## src/hdl/osc_defines.svh

```systemverilog
`ifndef OSC_DEFINES_SVH
`define OSC_DEFINES_SVH

// Register indices on the plain register port.
`define OFS_OSC_CTRL 4'h0
`define OFS_CLK_DIV 4'h1
`define OFS_PLL_FBD 4'h2
`define OFS_UNLOCK 4'h3

// Oscillator control layout.
`define BIT_SWITCH_REQ 0
`define BIT_LP_OSC_EN 1
`define BIT_CLK_FAIL 3
`define BIT_PLL_LOCKED 5
`define BIT_PIN_LOCK 6
`define BIT_CLK_LOCK 7
`define NEW_SRC_LSB 8
`define CUR_SRC_LSB 12
`define SRC_W 3

// Clock divisor layout.
`define IN_DIV_LSB 0
`define IN_DIV_W 5
`define OUT_DIV_LSB 6
`define OUT_DIV_W 2
`define FRC_DIV_LSB 8
`define FRC_DIV_W 3
`define DOZE_EN_BIT 11
`define DOZE_LSB 12
`define DOZE_W 3
`define FBD_W 9

// Reset values.
`define SRC_RESET 3'h7
`define IN_DIV_RESET 5'h00
`define OUT_DIV_RESET 2'h1
`define FRC_DIV_RESET 3'h0
`define DOZE_RESET 3'h3
`define FBD_RESET 9'h030

// Unlock keys; the values are arbitrary.
`define UNLOCK_KEY1 16'h5a5a
`define UNLOCK_KEY2 16'ha5a5

// Ratios and timing.
`define RATIO_W 9
`define FAST_RC_DIV16_RATIO 9'h010
`define CPU_RATIO 9'h002
`define CLK_PERIOD_NS 4
`define PLL_LOCK_TIME_NS 2000
`define PLL_LOCK_CYCLES ((`PLL_LOCK_TIME_NS + `CLK_PERIOD_NS - 1) / `CLK_PERIOD_NS)

`endif

```

## src/hdl/osc_pkg.sv

```systemverilog
package osc_pkg;
	typedef enum logic [2:0] {
		SRC_FAST_RC = 3'b000,
		SRC_FAST_RC_PLL = 3'b001,
		SRC_PRIMARY = 3'b010,
		SRC_PRIMARY_PLL = 3'b011,
		SRC_SECONDARY = 3'b100,
		SRC_LOW_POWER_RC = 3'b101,
		SRC_FAST_RC_DIV16 = 3'b110,
		SRC_FAST_RC_DIVN = 3'b111
	} osc_source_t;
	typedef enum logic [1:0] {
		SW_IDLE = 2'b00,
		SW_WAIT_READY = 2'b01,
		SW_ALIGN = 2'b10
	} switch_state_t;
endpackage

```

## src/hdl/pulse_divider.sv

```systemverilog
`timescale 1ns/1ps
module pulse_divider #(
	parameter int W = 9
) (
	// Clock and reset
	input wire logic clk_i,
	input wire logic rst_b_i,
	// Rate in and out
	input wire logic en_i,
	input wire logic [W-1:0] ratio_i,
	output logic tick_o
);
	logic [W-1:0] cnt_reg;
	logic last;

	// A ratio of zero behaves as one, so the output never stops.
	assign last = (ratio_i <= W'(1)) || (cnt_reg >= ratio_i - W'(1));
	assign tick_o = en_i && last;

	always_ff @(posedge clk_i or negedge rst_b_i) begin
		if (!rst_b_i) begin
			cnt_reg <= '0;
		end else if (en_i) begin
			cnt_reg <= last ? '0 : cnt_reg + W'(1);
		end
	end
endmodule // pulse_divider

```

## src/hdl/pll_ratio_lock.sv

```systemverilog
`timescale 1ns/1ps
module pll_ratio_lock #(
	parameter int LOCK_CYCLES = 500
) (
	// Clock and reset
	input wire logic clk_i,
	input wire logic rst_b_i,
	// Divider fields
	input wire logic [8:0] feedback_i,
	input wire logic [4:0] input_div_i,
	input wire logic [1:0] output_div_i,
	// Control and lock
	input wire logic enable_i,
	input wire logic restart_i,
	input wire logic lock_i,
	output logic [9:0] mult_o,
	output logic [5:0] input_ratio_o,
	output logic [3:0] output_ratio_o,
	output logic [9:0] osc_den_o,
	output logic locked_o
);
	localparam int CW = $clog2(LOCK_CYCLES + 1);
	logic [CW-1:0] timer_reg;

	assign mult_o = {1'b0, feedback_i} + 10'h002;
	assign input_ratio_o = {1'b0, input_div_i} + 6'h02;
	assign output_ratio_o = {1'b0, output_div_i, 1'b0} + 4'h2;
	assign osc_den_o = 10'(input_ratio_o) * 10'(output_ratio_o);

	// The timer restarts on any divider change, since lock is lost then.
	always_ff @(posedge clk_i or negedge rst_b_i) begin
		if (!rst_b_i) begin
			timer_reg <= '0;
		end else if (!enable_i || restart_i) begin
			timer_reg <= '0;
		end else if (timer_reg != CW'(LOCK_CYCLES)) begin
			timer_reg <= timer_reg + CW'(1);
		end
	end

	assign locked_o = enable_i && (lock_i || timer_reg == CW'(LOCK_CYCLES));
endmodule // pll_ratio_lock

```

## src/hdl/oscillator_select_and_switch.sv

```systemverilog
// The implementer's own choices: the address map and the address-and-strobe port.
`timescale 1ns/1ps
`include "osc_defines.svh"
module oscillator_select_and_switch
	import osc_pkg::*;
#(
	parameter bit SMALL_PACKAGE = 1'b0,
	parameter int PLL_LOCK_CYCLES = `PLL_LOCK_CYCLES
) (
	// Clock, power-on reset and other resets
	input wire logic clk_i,
	input wire logic rst_b_i,
	input wire logic soft_reset_i,
	// Register port
	input wire logic [3:0] addr_i,
	input wire logic [15:0] wdata_i,
	input wire logic wr_i,
	input wire logic rd_i,
	output logic [15:0] rdata_o,
	// Configuration straps
	input wire logic [2:0] initial_source_config_i,
	input wire logic [1:0] primary_mode_config_i,
	input wire logic switch_monitor_config_bit0_i,
	// Source rate pulses and readiness
	input wire logic fast_rc_tick_i,
	input wire logic primary_tick_i,
	input wire logic low_power_rc_tick_i,
	input wire logic secondary_tick_i,
	input wire logic pll_tick_i,
	input wire logic primary_ready_i,
	input wire logic secondary_ready_i,
	input wire logic low_power_rc_ready_i,
	input wire logic pll_lock_i,
	input wire logic clock_fail_i,
	// Clock rates
	output logic osc_tick_o,
	output logic cpu_tick_o,
	output logic peripheral_tick_o,
	// Oscillator controls
	output logic [2:0] current_source_o,
	output logic primary_enable_o,
	output logic [1:0] primary_mode_o,
	output logic pll_enable_o,
	output logic pll_from_primary_o,
	output logic [9:0] pll_mult_o,
	output logic [5:0] input_divide_ratio_o,
	output logic [3:0] output_divide_ratio_o,
	output logic [9:0] pll_osc_den_o,
	output logic low_power_osc_enable_o,
	output logic pin_config_lock_o,
	output logic osc_fail_trap_o,
	output logic switch_busy_o
);
	osc_source_t cur_src_reg;
	osc_source_t new_src_reg;
	switch_state_t sw_state_reg;
	logic loaded_reg;
	logic switch_req_reg;
	logic clk_lock_reg;
	logic pin_lock_reg;
	logic clock_fail_reg;
	logic lp_osc_en_reg;
	logic [1:0] unlock_reg;
	logic [`IN_DIV_W-1:0] in_div_reg;
	logic [`OUT_DIV_W-1:0] out_div_reg;
	logic [`FRC_DIV_W-1:0] frc_div_reg;
	logic doze_en_reg;
	logic [`DOZE_W-1:0] doze_reg;
	logic [`FBD_W-1:0] fbd_reg;
	logic [15:0] rdata_reg;
	logic trap_reg;
	logic cfg_locked;
	logic osc_wr;
	logic div_wr;
	logic fbd_wr;
	logic unlock_wr;
	logic fail_event;
	logic switch_done;
	logic pll_locked;
	logic pll_on;
	logic new_ready;
	logic frc_n_tick;
	logic frc16_tick;
	logic base_tick;
	logic doze_tick;
	logic [`RATIO_W-1:0] frc_ratio;
	logic [`RATIO_W-1:0] doze_ratio;

	function automatic osc_source_t map_src(input osc_source_t s);
		map_src = (SMALL_PACKAGE && s == SRC_SECONDARY) ? SRC_FAST_RC_DIVN : s;
	endfunction

	function automatic logic uses_pll(input osc_source_t s);
		uses_pll = (s == SRC_FAST_RC_PLL) || (s == SRC_PRIMARY_PLL);
	endfunction

	assign cfg_locked = clk_lock_reg && switch_monitor_config_bit0_i;

	assign osc_wr = wr_i && loaded_reg && addr_i == `OFS_OSC_CTRL && unlock_reg == 2'h2;
	assign div_wr = wr_i && !cfg_locked && addr_i == `OFS_CLK_DIV;
	assign fbd_wr = wr_i && !cfg_locked && addr_i == `OFS_PLL_FBD;
	assign unlock_wr = wr_i && addr_i == `OFS_UNLOCK;

	// written one acts as a failure
	assign fail_event = clock_fail_i || (osc_wr && wdata_i[`BIT_CLK_FAIL]);

	// Each unlock arms only the next write, and only a control write makes use of it.
	always_ff @(posedge clk_i or negedge rst_b_i) begin
		if (!rst_b_i) begin
			unlock_reg <= 2'h0;
		end else if (soft_reset_i) begin
			unlock_reg <= 2'h0;
		end else if (unlock_wr && wdata_i == `UNLOCK_KEY1) begin
			unlock_reg <= 2'h1;
		end else if (unlock_wr && wdata_i == `UNLOCK_KEY2 && unlock_reg == 2'h1) begin
			unlock_reg <= 2'h2;
		end else if (wr_i) begin
			unlock_reg <= 2'h0;
		end
	end

	always_ff @(posedge clk_i or negedge rst_b_i) begin
		if (!rst_b_i) begin
			loaded_reg <= 1'b0;
		end else begin
			loaded_reg <= 1'b1;
		end
	end

	always_ff @(posedge clk_i or negedge rst_b_i) begin
		if (!rst_b_i) begin
			new_src_reg <= osc_source_t'(`SRC_RESET);
		end else if (!loaded_reg) begin
			new_src_reg <= osc_source_t'(initial_source_config_i);
		end else if (osc_wr && !cfg_locked) begin
			new_src_reg <= osc_source_t'(wdata_i[`NEW_SRC_LSB +: `SRC_W]);
		end
	end

	// these registers see only the power-on reset
	always_ff @(posedge clk_i or negedge rst_b_i) begin
		if (!rst_b_i) begin
			clk_lock_reg <= 1'b0;
			pin_lock_reg <= 1'b0;
			lp_osc_en_reg <= 1'b0;
		end else if (osc_wr) begin
			clk_lock_reg <= wdata_i[`BIT_CLK_LOCK];
			pin_lock_reg <= wdata_i[`BIT_PIN_LOCK];
			lp_osc_en_reg <= wdata_i[`BIT_LP_OSC_EN];
		end
	end

	always_ff @(posedge clk_i or negedge rst_b_i) begin
		if (!rst_b_i) begin
			clock_fail_reg <= 1'b0;
		end else if (fail_event) begin
			clock_fail_reg <= 1'b1;
		end else if (osc_wr) begin
			clock_fail_reg <= 1'b0;
		end
	end

	always_ff @(posedge clk_i or negedge rst_b_i) begin
		if (!rst_b_i) begin
			trap_reg <= 1'b0;
		end else begin
			trap_reg <= fail_event;
		end
	end

	always_ff @(posedge clk_i or negedge rst_b_i) begin
		if (!rst_b_i) begin
			switch_req_reg <= 1'b0;
		end else if (osc_wr && !cfg_locked && wdata_i[`BIT_SWITCH_REQ]) begin
			switch_req_reg <= 1'b1;
		end else if (switch_done) begin
			switch_req_reg <= 1'b0;
		end
	end

	// Divider fields; doze writes follow the doze enable interlocks.
	always_ff @(posedge clk_i or negedge rst_b_i) begin
		if (!rst_b_i) begin
			in_div_reg <= `IN_DIV_RESET;
			out_div_reg <= `OUT_DIV_RESET;
			frc_div_reg <= `FRC_DIV_RESET;
			doze_reg <= `DOZE_RESET;
			doze_en_reg <= 1'b0;
		end else if (div_wr) begin
			in_div_reg <= wdata_i[`IN_DIV_LSB +: `IN_DIV_W];
			out_div_reg <= wdata_i[`OUT_DIV_LSB +: `OUT_DIV_W];
			frc_div_reg <= wdata_i[`FRC_DIV_LSB +: `FRC_DIV_W];
			if (!doze_en_reg) begin
				doze_reg <= wdata_i[`DOZE_LSB +: `DOZE_W];
			end
			doze_en_reg <= wdata_i[`DOZE_EN_BIT] && (doze_reg != '0);
		end
	end

	always_ff @(posedge clk_i or negedge rst_b_i) begin
		if (!rst_b_i) begin
			fbd_reg <= `FBD_RESET;
		end else if (fbd_wr) begin
			fbd_reg <= wdata_i[`FBD_W-1:0];
		end
	end

	always_comb begin
		new_ready = 1'b1;
		unique case (map_src(new_src_reg))
			SRC_FAST_RC, SRC_FAST_RC_DIV16, SRC_FAST_RC_DIVN: new_ready = 1'b1;
			SRC_FAST_RC_PLL: new_ready = pll_locked;
			SRC_PRIMARY: new_ready = primary_ready_i;
			SRC_PRIMARY_PLL: new_ready = primary_ready_i && pll_locked;
			SRC_SECONDARY: new_ready = secondary_ready_i;
			SRC_LOW_POWER_RC: new_ready = low_power_rc_ready_i;
		endcase
	end

	always_ff @(posedge clk_i or negedge rst_b_i) begin
		if (!rst_b_i) begin
			sw_state_reg <= SW_IDLE;
		end else begin
			unique case (sw_state_reg)
				SW_IDLE: begin
					if (switch_req_reg && !switch_done) begin
						sw_state_reg <= SW_WAIT_READY;
					end
				end
				SW_WAIT_READY: begin
					if (new_ready) begin
						sw_state_reg <= SW_ALIGN;
					end
				end
				SW_ALIGN: begin
					if (switch_done) begin
						sw_state_reg <= SW_IDLE;
					end
				end
				default: sw_state_reg <= SW_IDLE;
			endcase
		end
	end

	// A failed old source never ticks, so a set fail flag skips alignment.
	assign switch_done = switch_req_reg && (
		(sw_state_reg == SW_IDLE && new_src_reg == cur_src_reg) ||
		(sw_state_reg == SW_ALIGN && (osc_tick_o || clock_fail_reg)));

	always_ff @(posedge clk_i or negedge rst_b_i) begin
		if (!rst_b_i) begin
			cur_src_reg <= osc_source_t'(`SRC_RESET);
		end else if (!loaded_reg) begin
			cur_src_reg <= osc_source_t'(initial_source_config_i);
		end else if (switch_done) begin
			cur_src_reg <= new_src_reg;
		end
	end

	always_comb begin
		osc_tick_o = 1'b0;
		unique case (map_src(cur_src_reg))
			SRC_FAST_RC: osc_tick_o = fast_rc_tick_i;
			SRC_FAST_RC_PLL, SRC_PRIMARY_PLL: osc_tick_o = pll_tick_i;
			SRC_PRIMARY: osc_tick_o = primary_tick_i;
			SRC_SECONDARY: osc_tick_o = secondary_tick_i;
			SRC_LOW_POWER_RC: osc_tick_o = low_power_rc_tick_i;
			SRC_FAST_RC_DIV16: osc_tick_o = frc16_tick;
			SRC_FAST_RC_DIVN: osc_tick_o = frc_n_tick;
		endcase
	end

	// Postscaler code 7 divides by 256, the others by two to the code.
	assign frc_ratio = (`RATIO_W'(1)) << (frc_div_reg == 3'h7 ? 4'h8 : {1'b0, frc_div_reg});
	assign doze_ratio = (`RATIO_W'(1)) << doze_reg;

	pulse_divider #(.W(`RATIO_W)) u_frc_n (
		.clk_i(clk_i),
		.rst_b_i(rst_b_i),
		.en_i(fast_rc_tick_i),
		.ratio_i(frc_ratio),
		.tick_o(frc_n_tick)
	);

	pulse_divider #(.W(`RATIO_W)) u_frc16 (
		.clk_i(clk_i),
		.rst_b_i(rst_b_i),
		.en_i(fast_rc_tick_i),
		.ratio_i(`FAST_RC_DIV16_RATIO),
		.tick_o(frc16_tick)
	);

	pulse_divider #(.W(`RATIO_W)) u_cpu (
		.clk_i(clk_i),
		.rst_b_i(rst_b_i),
		.en_i(osc_tick_o),
		.ratio_i(`CPU_RATIO),
		.tick_o(base_tick)
	);

	pulse_divider #(.W(`RATIO_W)) u_doze (
		.clk_i(clk_i),
		.rst_b_i(rst_b_i),
		.en_i(base_tick),
		.ratio_i(doze_ratio),
		.tick_o(doze_tick)
	);

	assign peripheral_tick_o = base_tick;
	assign cpu_tick_o = doze_en_reg ? doze_tick : base_tick;

	// The PLL stays on while either side of a switch needs it.
	assign pll_on = uses_pll(cur_src_reg) || (switch_req_reg && uses_pll(new_src_reg));

	pll_ratio_lock #(.LOCK_CYCLES(PLL_LOCK_CYCLES)) u_pll (
		.clk_i(clk_i),
		.rst_b_i(rst_b_i),
		.feedback_i(fbd_reg),
		.input_div_i(in_div_reg),
		.output_div_i(out_div_reg),
		.enable_i(pll_on),
		.restart_i(div_wr || fbd_wr),
		.lock_i(pll_lock_i),
		.mult_o(pll_mult_o),
		.input_ratio_o(input_divide_ratio_o),
		.output_ratio_o(output_divide_ratio_o),
		.osc_den_o(pll_osc_den_o),
		.locked_o(pll_locked)
	);

	// primary mode only for primary codes
	assign primary_enable_o = (cur_src_reg == SRC_PRIMARY) || (cur_src_reg == SRC_PRIMARY_PLL) ||
		(switch_req_reg && (new_src_reg == SRC_PRIMARY || new_src_reg == SRC_PRIMARY_PLL));
	assign primary_mode_o = primary_enable_o ? primary_mode_config_i : 2'h0;
	assign pll_enable_o = pll_on;
	assign pll_from_primary_o = switch_req_reg ? (new_src_reg == SRC_PRIMARY_PLL) :
		(cur_src_reg == SRC_PRIMARY_PLL);
	assign current_source_o = cur_src_reg;
	assign low_power_osc_enable_o = lp_osc_en_reg;
	assign pin_config_lock_o = pin_lock_reg;
	assign osc_fail_trap_o = trap_reg;
	assign switch_busy_o = switch_req_reg;

	// Read data appear one cycle after the strobe; unmapped reads give zero.
	always_ff @(posedge clk_i or negedge rst_b_i) begin
		if (!rst_b_i) begin
			rdata_reg <= 16'h0000;
		end else if (rd_i) begin
			unique case (addr_i)
				`OFS_OSC_CTRL: rdata_reg <= {1'b0, cur_src_reg, 1'b0, new_src_reg,
					clk_lock_reg, pin_lock_reg, pll_locked, 1'b0,
					clock_fail_reg, 1'b0, lp_osc_en_reg, switch_req_reg};
				`OFS_CLK_DIV: rdata_reg <= {1'b0, doze_reg, doze_en_reg, frc_div_reg,
					out_div_reg, 1'b0, in_div_reg};
				`OFS_PLL_FBD: rdata_reg <= {7'h00, fbd_reg};
				default: rdata_reg <= 16'h0000;
			endcase
		end
	end

	assign rdata_o = rdata_reg;
endmodule // oscillator_select_and_switch

```

## config.mk

```make
export PLATFORM = sky130hd
export DESIGN_NAME = oscillator_select_and_switch
export DESIGN_NICKNAME = d
export VERILOG_FILES = /design/src/hdl/osc_pkg.sv /design/src/hdl/pulse_divider.sv /design/src/hdl/pll_ratio_lock.sv /design/src/hdl/oscillator_select_and_switch.sv
export VERILOG_INCLUDE_DIRS = /design/src /design/src/hdl
export SDC_FILE = /design/constraint.sdc
export NUM_CORES = 1
export LEC_CHECK = 0
export ABC_AREA = 1
export BUFFER_PORTS_ARGS = -buffer_cell sky130_fd_sc_hd__buf_4
export CORE_MARGIN = 10
export CORE_UTILIZATION = 45
export CTS_CLUSTER_SIZE = 28
export DETAILED_ROUTE_END_ITERATION = 10
export GPL_TIMING_DRIVEN = 1
export PLACE_DENSITY = 0.65
export SETUP_SLACK_MARGIN = 0.05
export SLEW_MARGIN = 20
export SYNTH_ARGS = -nofsm -noshare
export SYNTH_HDL_FRONTEND = slang
export SYNTH_HIERARCHICAL = 1
export SYNTH_SLANG_ARGS = --single-unit
```

## constraint.sdc

```tcl
create_clock -name clk_i -period 5.4 [get_ports clk_i]
set_clock_uncertainty 0.05 [all_clocks]
set_input_delay 1.62 -clock clk_i [delete_from_list [all_inputs] [get_ports clk_i]]
set_output_delay 1.62 -clock clk_i [all_outputs]
set_load 0.05 [all_outputs]
```

# Word-level counts from Yosys, hierarchy flattened
# Cells that the tools add are included.
# classes
addsub	10
n_mul	1
n_lt_le_gt_ge	6
n_eq_ne	32
shift	2
muxes	29
bitwise	1
n_reduce_logical	57
# ops
op	n
9-bit two-way mux	6
9-bit by 1-bit adder with 9-bit output (second input constant)	5
15-bit one-hot mux with 3 select lines	1
3-bit == test (second input constant)	9
1-bit logical AND	27
9-bit >= comparator	2
9-bit by 1-bit less-or-equal comparator with 1-bit output (second input constant)	2
9-bit by 1-bit subtractor with 9-bit output (second input constant)	2
16-bit by 15-bit == test with 1-bit output (second input constant)	1
16-bit == test (second input constant)	1
2-bit two-way mux	8
1-bit logical OR	14
3-bit by 2-bit == test with 1-bit output (second input constant)	4
3-bit two-way mux	4
9-bit by 2-bit adder with 10-bit output (second input constant)	1
6-bit by 4-bit multiplier with 10-bit output	1
9-bit == test (second input constant)	1
9-bit by 1-bit >= comparator with 1-bit output (second input constant)	1
9-bit by 4-bit >= comparator with 1-bit output (second input constant)	1
9-bit inequality test (second input constant)	1
1-bit by 3-bit << shifter with 9-bit output (first input constant)	1
1-bit by 4-bit << shifter with 9-bit output (first input constant)	1
4-bit by 2-bit == test with 1-bit output (second input constant)	2
1-bit one-hot mux with 7 select lines	1
other kinds (25)	41
# totals
ff_bits	101
input_bits	41
output_inout_bits	61
word_cells	161

# Longest topological paths before layout
# logic_depth
word_depth	16
mapped_depth	32
mapped_depth_nobuf	31

# By module
# Netlist, hierarchy kept.
# modules_own_cells
module	n_inst	cells_per_inst	area_per_inst_um2	seq_area_each_um2
pulse_divider	4	118	867.1	225.2
oscillator_select_and_switch	1	344	2926.6	1390.1
pll_ratio_lock	1	179	1291.2	225.2

# Least setup slack after synthesis
# No wires, ideal clock.
# synth_timing
kind	register to output
start	register frc_div_reg[2]
end	output cpu_tick_o
t_arrival_ns	4.371
required_ns	3.730
slack_ns	-0.641
path_stages_with_launch	28
n_path_buf	2
path_cell_list	dfrtp_1 nor3_1 inv_1 ha_1 nand2_1 nor3_1 xnor2_1 ha_1 nand2_1 nand2_1 nand2_1 nand2_1 a21oi_2 nand2_2 nand2_1 inv_1 nand2_1 nand3_1 nand3_1 nand2_1 buf_2 nand2_1 inv_1 buf_2 nand2_1 inv_1 nand2_1 nand2_1
# synth_via
elab_chain_cells	11
word_cells_on_any_way	12
classes_between	add/sub: 1; order compare: 2; eq/ne: 1; shift: 1; mux: 3; reduce/logical: 4
# synth_lines
item	line_no	rtl
start: declaration	oscillator_select_and_switch.sv:66	logic [`FRC_DIV_W-1:0] frc_div_reg;
start signal: assignment	oscillator_select_and_switch.sv:186	frc_div_reg <= `FRC_DIV_RESET;
start signal: assignment	oscillator_select_and_switch.sv:192	frc_div_reg <= wdata_i[`FRC_DIV_LSB +: `FRC_DIV_W];
3-bit == test	oscillator_select_and_switch.sv:274	assign frc_ratio = (`RATIO_W'(1)) << (frc_div_reg == 3'h7 ? 4'h8 : {1'b0, frc_div_reg});
4-bit two-way mux (*)	oscillator_select_and_switch.sv:274	
1-bit by 4-bit << shifter with 9-bit output (*)	oscillator_select_and_switch.sv:274	
via frc_ratio[0]	oscillator_select_and_switch.sv:86	logic [`RATIO_W-1:0] frc_ratio;
9-bit by 1-bit subtractor with 9-bit output	pulse_divider.sv:17	assign last = (ratio_i <= W'(1)) || (cnt_reg >= ratio_i - W'(1));
9-bit >= comparator	pulse_divider.sv:17	
1-bit logical OR (*)	pulse_divider.sv:17	
1-bit logical AND (*)	pulse_divider.sv:18	assign tick_o = en_i && last;
via frc_n_tick	oscillator_select_and_switch.sv:82	logic frc_n_tick;
1-bit one-hot mux with 7 select lines (*)	oscillator_select_and_switch.sv:262	unique case (map_src(cur_src_reg))
via osc_tick_o	oscillator_select_and_switch.sv:36	output logic osc_tick_o,
1-bit logical AND (*)	pulse_divider.sv:18	
via peripheral_tick_o	oscillator_select_and_switch.sv:38	output logic peripheral_tick_o,
1-bit logical AND (*)	pulse_divider.sv:18	
via doze_tick	oscillator_select_and_switch.sv:85	logic doze_tick;
1-bit two-way mux (*)	oscillator_select_and_switch.sv:310	assign cpu_tick_o = doze_en_reg ? doze_tick : base_tick;
end: declaration	oscillator_select_and_switch.sv:37	output logic cpu_tick_o,
# Mark *: on every way through the listed nets, which the timed path passes. The rest lies on a longest branch.

# Worst setup path in the final report
# layout_timing
start	register in_div_reg[1]
end	output pll_osc_den_o[8]
# layout_via
elab_chain_cells	2
# layout_lines
item	line_no	rtl
start: declaration	oscillator_select_and_switch.sv:64	logic [`IN_DIV_W-1:0] in_div_reg;
start signal: assignment	oscillator_select_and_switch.sv:184	in_div_reg <= `IN_DIV_RESET;
start signal: assignment	oscillator_select_and_switch.sv:190	in_div_reg <= wdata_i[`IN_DIV_LSB +: `IN_DIV_W];
5-bit by 2-bit adder with 6-bit output	pll_ratio_lock.sv:26	assign input_ratio_o = {1'b0, input_div_i} + 6'h02;
6-bit by 4-bit multiplier with 10-bit output	pll_ratio_lock.sv:28	assign osc_den_o = 10'(input_ratio_o) * 10'(output_ratio_o);
end: declaration	oscillator_select_and_switch.sv:48	output logic [9:0] pll_osc_den_o,
# No other way between the ends.

==> impl_metrics.csv <==
group,metric,value,unit
routing,vias,6656,
clock_network,cts_tree,"done",
synthesis,ys_async_sr_fraction,100,%
timing,max-slew-margin-rel,42.5,%
cells_and_area,layout.cells.non_filler,1376,
routing,first_iter_violations,400,
worst_setup_path,criticalPathCategory,"register to output pin",
synthesis,synth_seq_area_share,32.7,%
timing,finalHoldViolations,0,
timing,fmax,195,MHz
cells_and_area,diodes,0,
worst_setup_path,r2r_cells,31,
floorplan,rows,47,
timing,finalCritPeriodShare,94.8,%
routing,ant_nets,0,
clock_network,cts_sinks,100,
worst_setup_path,cp_max_fo,7,
grt,grt_pass1_vias,6250,
timing,rsz0062_at_grt,"no",
routing,viasPerCell,4.84,
clock_network,htree_num_levels,3,
synthesis,netlist_top_cells_area,"dfrtp_1, ha_1, nand2_1",
pwr,p_leak,0.00488,uW
worst_hold_path,holdPathEnd,"rdata_o[2]",
cells_and_area,fin_area,9320,um^2
worst_setup_path,critPathCaptureType,"output pin",
grt,grt_first_pass_wirelength,31.1,mm
synthesis,synth_commonest_cells,"nand2_1, inv_1, dfrtp_1, nor2_1, ha_1",
worst_setup_path,r2r_slack,1.67,ns
floorplan,dieArea,22700,um^2
status,outcome,"complete, no violations",
routing,route.detailed.drc,0,
grt,antenna_found_initial,0,
worst_setup_path,start_kind,"register",
place,gp_congestion,0.848,
synthesis,syn_inst,995,
place,io_buffer_count,98,
worst_hold_path,min-delay-start,"rdata_o[2]",
cells_and_area,nets,1264,
timing,fin_setup_tns,0,ns
floorplan,ios,102,
grt,grt.overflow.total,0,
synthesis,avgSynthCellArea,7.72,um^2
cells_and_area,fill_cells,1621,
floorplan,die_x,151,um
synthesis,yosysWarningCount,6,
place,hpwl,15.1,mm
synthesis,synthXorXnorAreaFrac,6.15,%
cells_and_area,drive_gt1_share,21.7,%
worst_setup_path,r2r-start,"frc_div_reg[0]",
timing,drv_slew,0,
timing,setup_viol,0,
routing,drt-total-wl,19.1,mm
synthesis,synth_most_common_cell,"nand2_1",
synthesis,ys_types,48,
worst_hold_path,hold_depth,1,
job,maxCapViolCount,0,
synthesis,muxShareOfSynthArea,2.57,%
pwr,p_per_area,358,nW/um^2
synthesis,yosysTopAreaCell,"dfrtp_1",
place,placed_area,8860,um^2
synthesis,synth_edf_count,0,
worst_setup_path,crit_arrival,3.45,ns
synthesis,synth_top_family_by_area,"simple AND/OR/NAND/NOR gates",
cells_and_area,syn2layout_area_growth,21.3,%
synthesis,synth_largest_type_area_fraction,29.0,%
place,pre_cts_slack,0.320,ns
worst_setup_path,cp.required,3.73,ns
synthesis,synth_fa_ha_area_share,12.2,%
timing,fin_ws,0.279,ns
worst_setup_path,rr_endpoint,"u_doze/cnt_reg[8]",
routing,wl_per_cell,13.9,um
cells_and_area,largest_reg_flops,15,
clock_network,root_buffer,"clkbuf_16",
floorplan,die_h,151,um
routing,drt_pass1_iterations,5,
synthesis,synth_compound_area_share,8.99,%
place,dp.cells,1351,
floorplan,initial_utilization,46.2,%
pwr,ir_drop,0.000310,V
synthesis,synth_flop_cell,"dfrtp_1",
synthesis,synth-simple-area-share,27.9,%
worst_hold_path,hold_path_class,"register to register",
clock_network,insertion_delay,0.36,ns
grt,grt_max_degree,67,
clock_network,cts_buffers,9,
synthesis,syn_area,7690,um^2
floorplan,core_area,16600,um^2
timing,min_period,5.12,ns
timing,worstMarginPinSlew,0.863,ns
clock_network,cts.clk_slew.worst_paths,0.07,ns
grt,grt_use_total,16.9,%
synthesis,ys_ff_latch,100,
clock_network,cts_buffer_depth,2,
==> routing by layer <==
layer  share of wire, %  wire length, um  GRT usage, %
met1                 46             8790          22.5
met2                 46             8710          26.5
met3                6.7             1280          4.08
met4                1.8              335          5.10
met5                  0                0             0
==> cells by family (layout without fill, tap and decap cells) <==
family,Yosys count,count (layout)
and+or+nand+nor,455,455
buffers and inverters,175,284
AOI/OAI and AO/OA,118,118
DFF,100,100
adders and majority gates,72,72
xor gates and xnor gates,54,54
muxes,18,18
other,3,55
==> placed cells by master (no fill, tap or decap), drive strengths merged, types with 6 or more instances in the layout <==
cell	count
nor3	19
a21oi	58
nand4	24
nand3	65
nor2	97
nor4	6
nand2	238
buf	110
clkbuf	10
inv	158
conb	55
o21ai	31
ha	67
o21bai	10
dfstp	11
xor2	28
o211ai	6
mux2	14
xnor2	26
dfrtp	89
==> repair_timing <==
item	4_1_cts	5_1_grt
gates cloned	0	0
resized for setup	5	31
buffers inserted	4	5
hold buffers	0	0
pin swaps	4	8
setup endpoints to repair	1	3
==> critical path: stages, from the launching register on <==
cell and delay, ns:
dfrtp_2 0.47, ha_1 0.26, xor2_2 0.19, inv_1 0.08, nor2_1 0.12, fa_1 0.43
ha_1 0.30, ha_1 0.20, inv_1 0.06, fa_1 0.39, nand3b_1 0.17, nand2_1 0.11
xor2_2 0.13, buf_4 0.21
==> cell type report <==
| class | count | area [um^2] | share of cell area, % |
|---|---|---|---|
| clock buffers | 10 | 229 | 2.46 |
| clock inverters | 6 | 47.5 | 0.510 |
| inverters | 158 | 603 | 6.47 |
| multi-input cells | 772 | 4820 | 51.7 |
| flip-flops and latches | 100 | 2520 | 27.0 |
| well taps | 220 | 275 | 2.95 |
| repair buffers | 110 | 830 | 8.90 |
==> worst max path at each step <==
| stage | from | end | slack [ns] | cells after the start |
|---|---|---|---|---|
| 2_1_floorplan | frc_div_reg[2] | cpu_tick_o | 0.008 | 27 |
| 6_report | in_div_reg[1] | pll_osc_den_o[8] | 0.28 | 13 |
| 5_1_grt | frc_div_reg[1] | cpu_tick_o | 0.03 | 28 |
| 3_3_place_gp | frc_div_reg[2] | cpu_tick_o | 0.43 | 26 |
| 3_5_place_dp | frc_div_reg[0] | cpu_tick_o | 0.32 | 27 |
| 4_1_cts | frc_div_reg[0] | cpu_tick_o | 0.11 | 27 |
==> power breakdown <==
| part | total, uW | internal, uW | leakage [uW] | switching, uW |
|---|---|---|---|---|
| Clock | 616 | 319 | 0.000139 | 297 |
| Combinational | 1620 | 588 | 0.00345 | 1030 |
| Sequential | 1100 | 898 | 0.00129 | 206 |
==> through the flow <==
step,total power [uW],util (%),hold WS [ns]
after floorplan,2270,-,0.424
after global placement,2640,53.2,0.441
after detailed placement,2660,53.2,0.446
after CTS,3300,55.2,0.462
after global routing,3620,56.0,0.472
final,3340,56.0,0.461
Note: power is estimated with default switching activity, not from simulation.
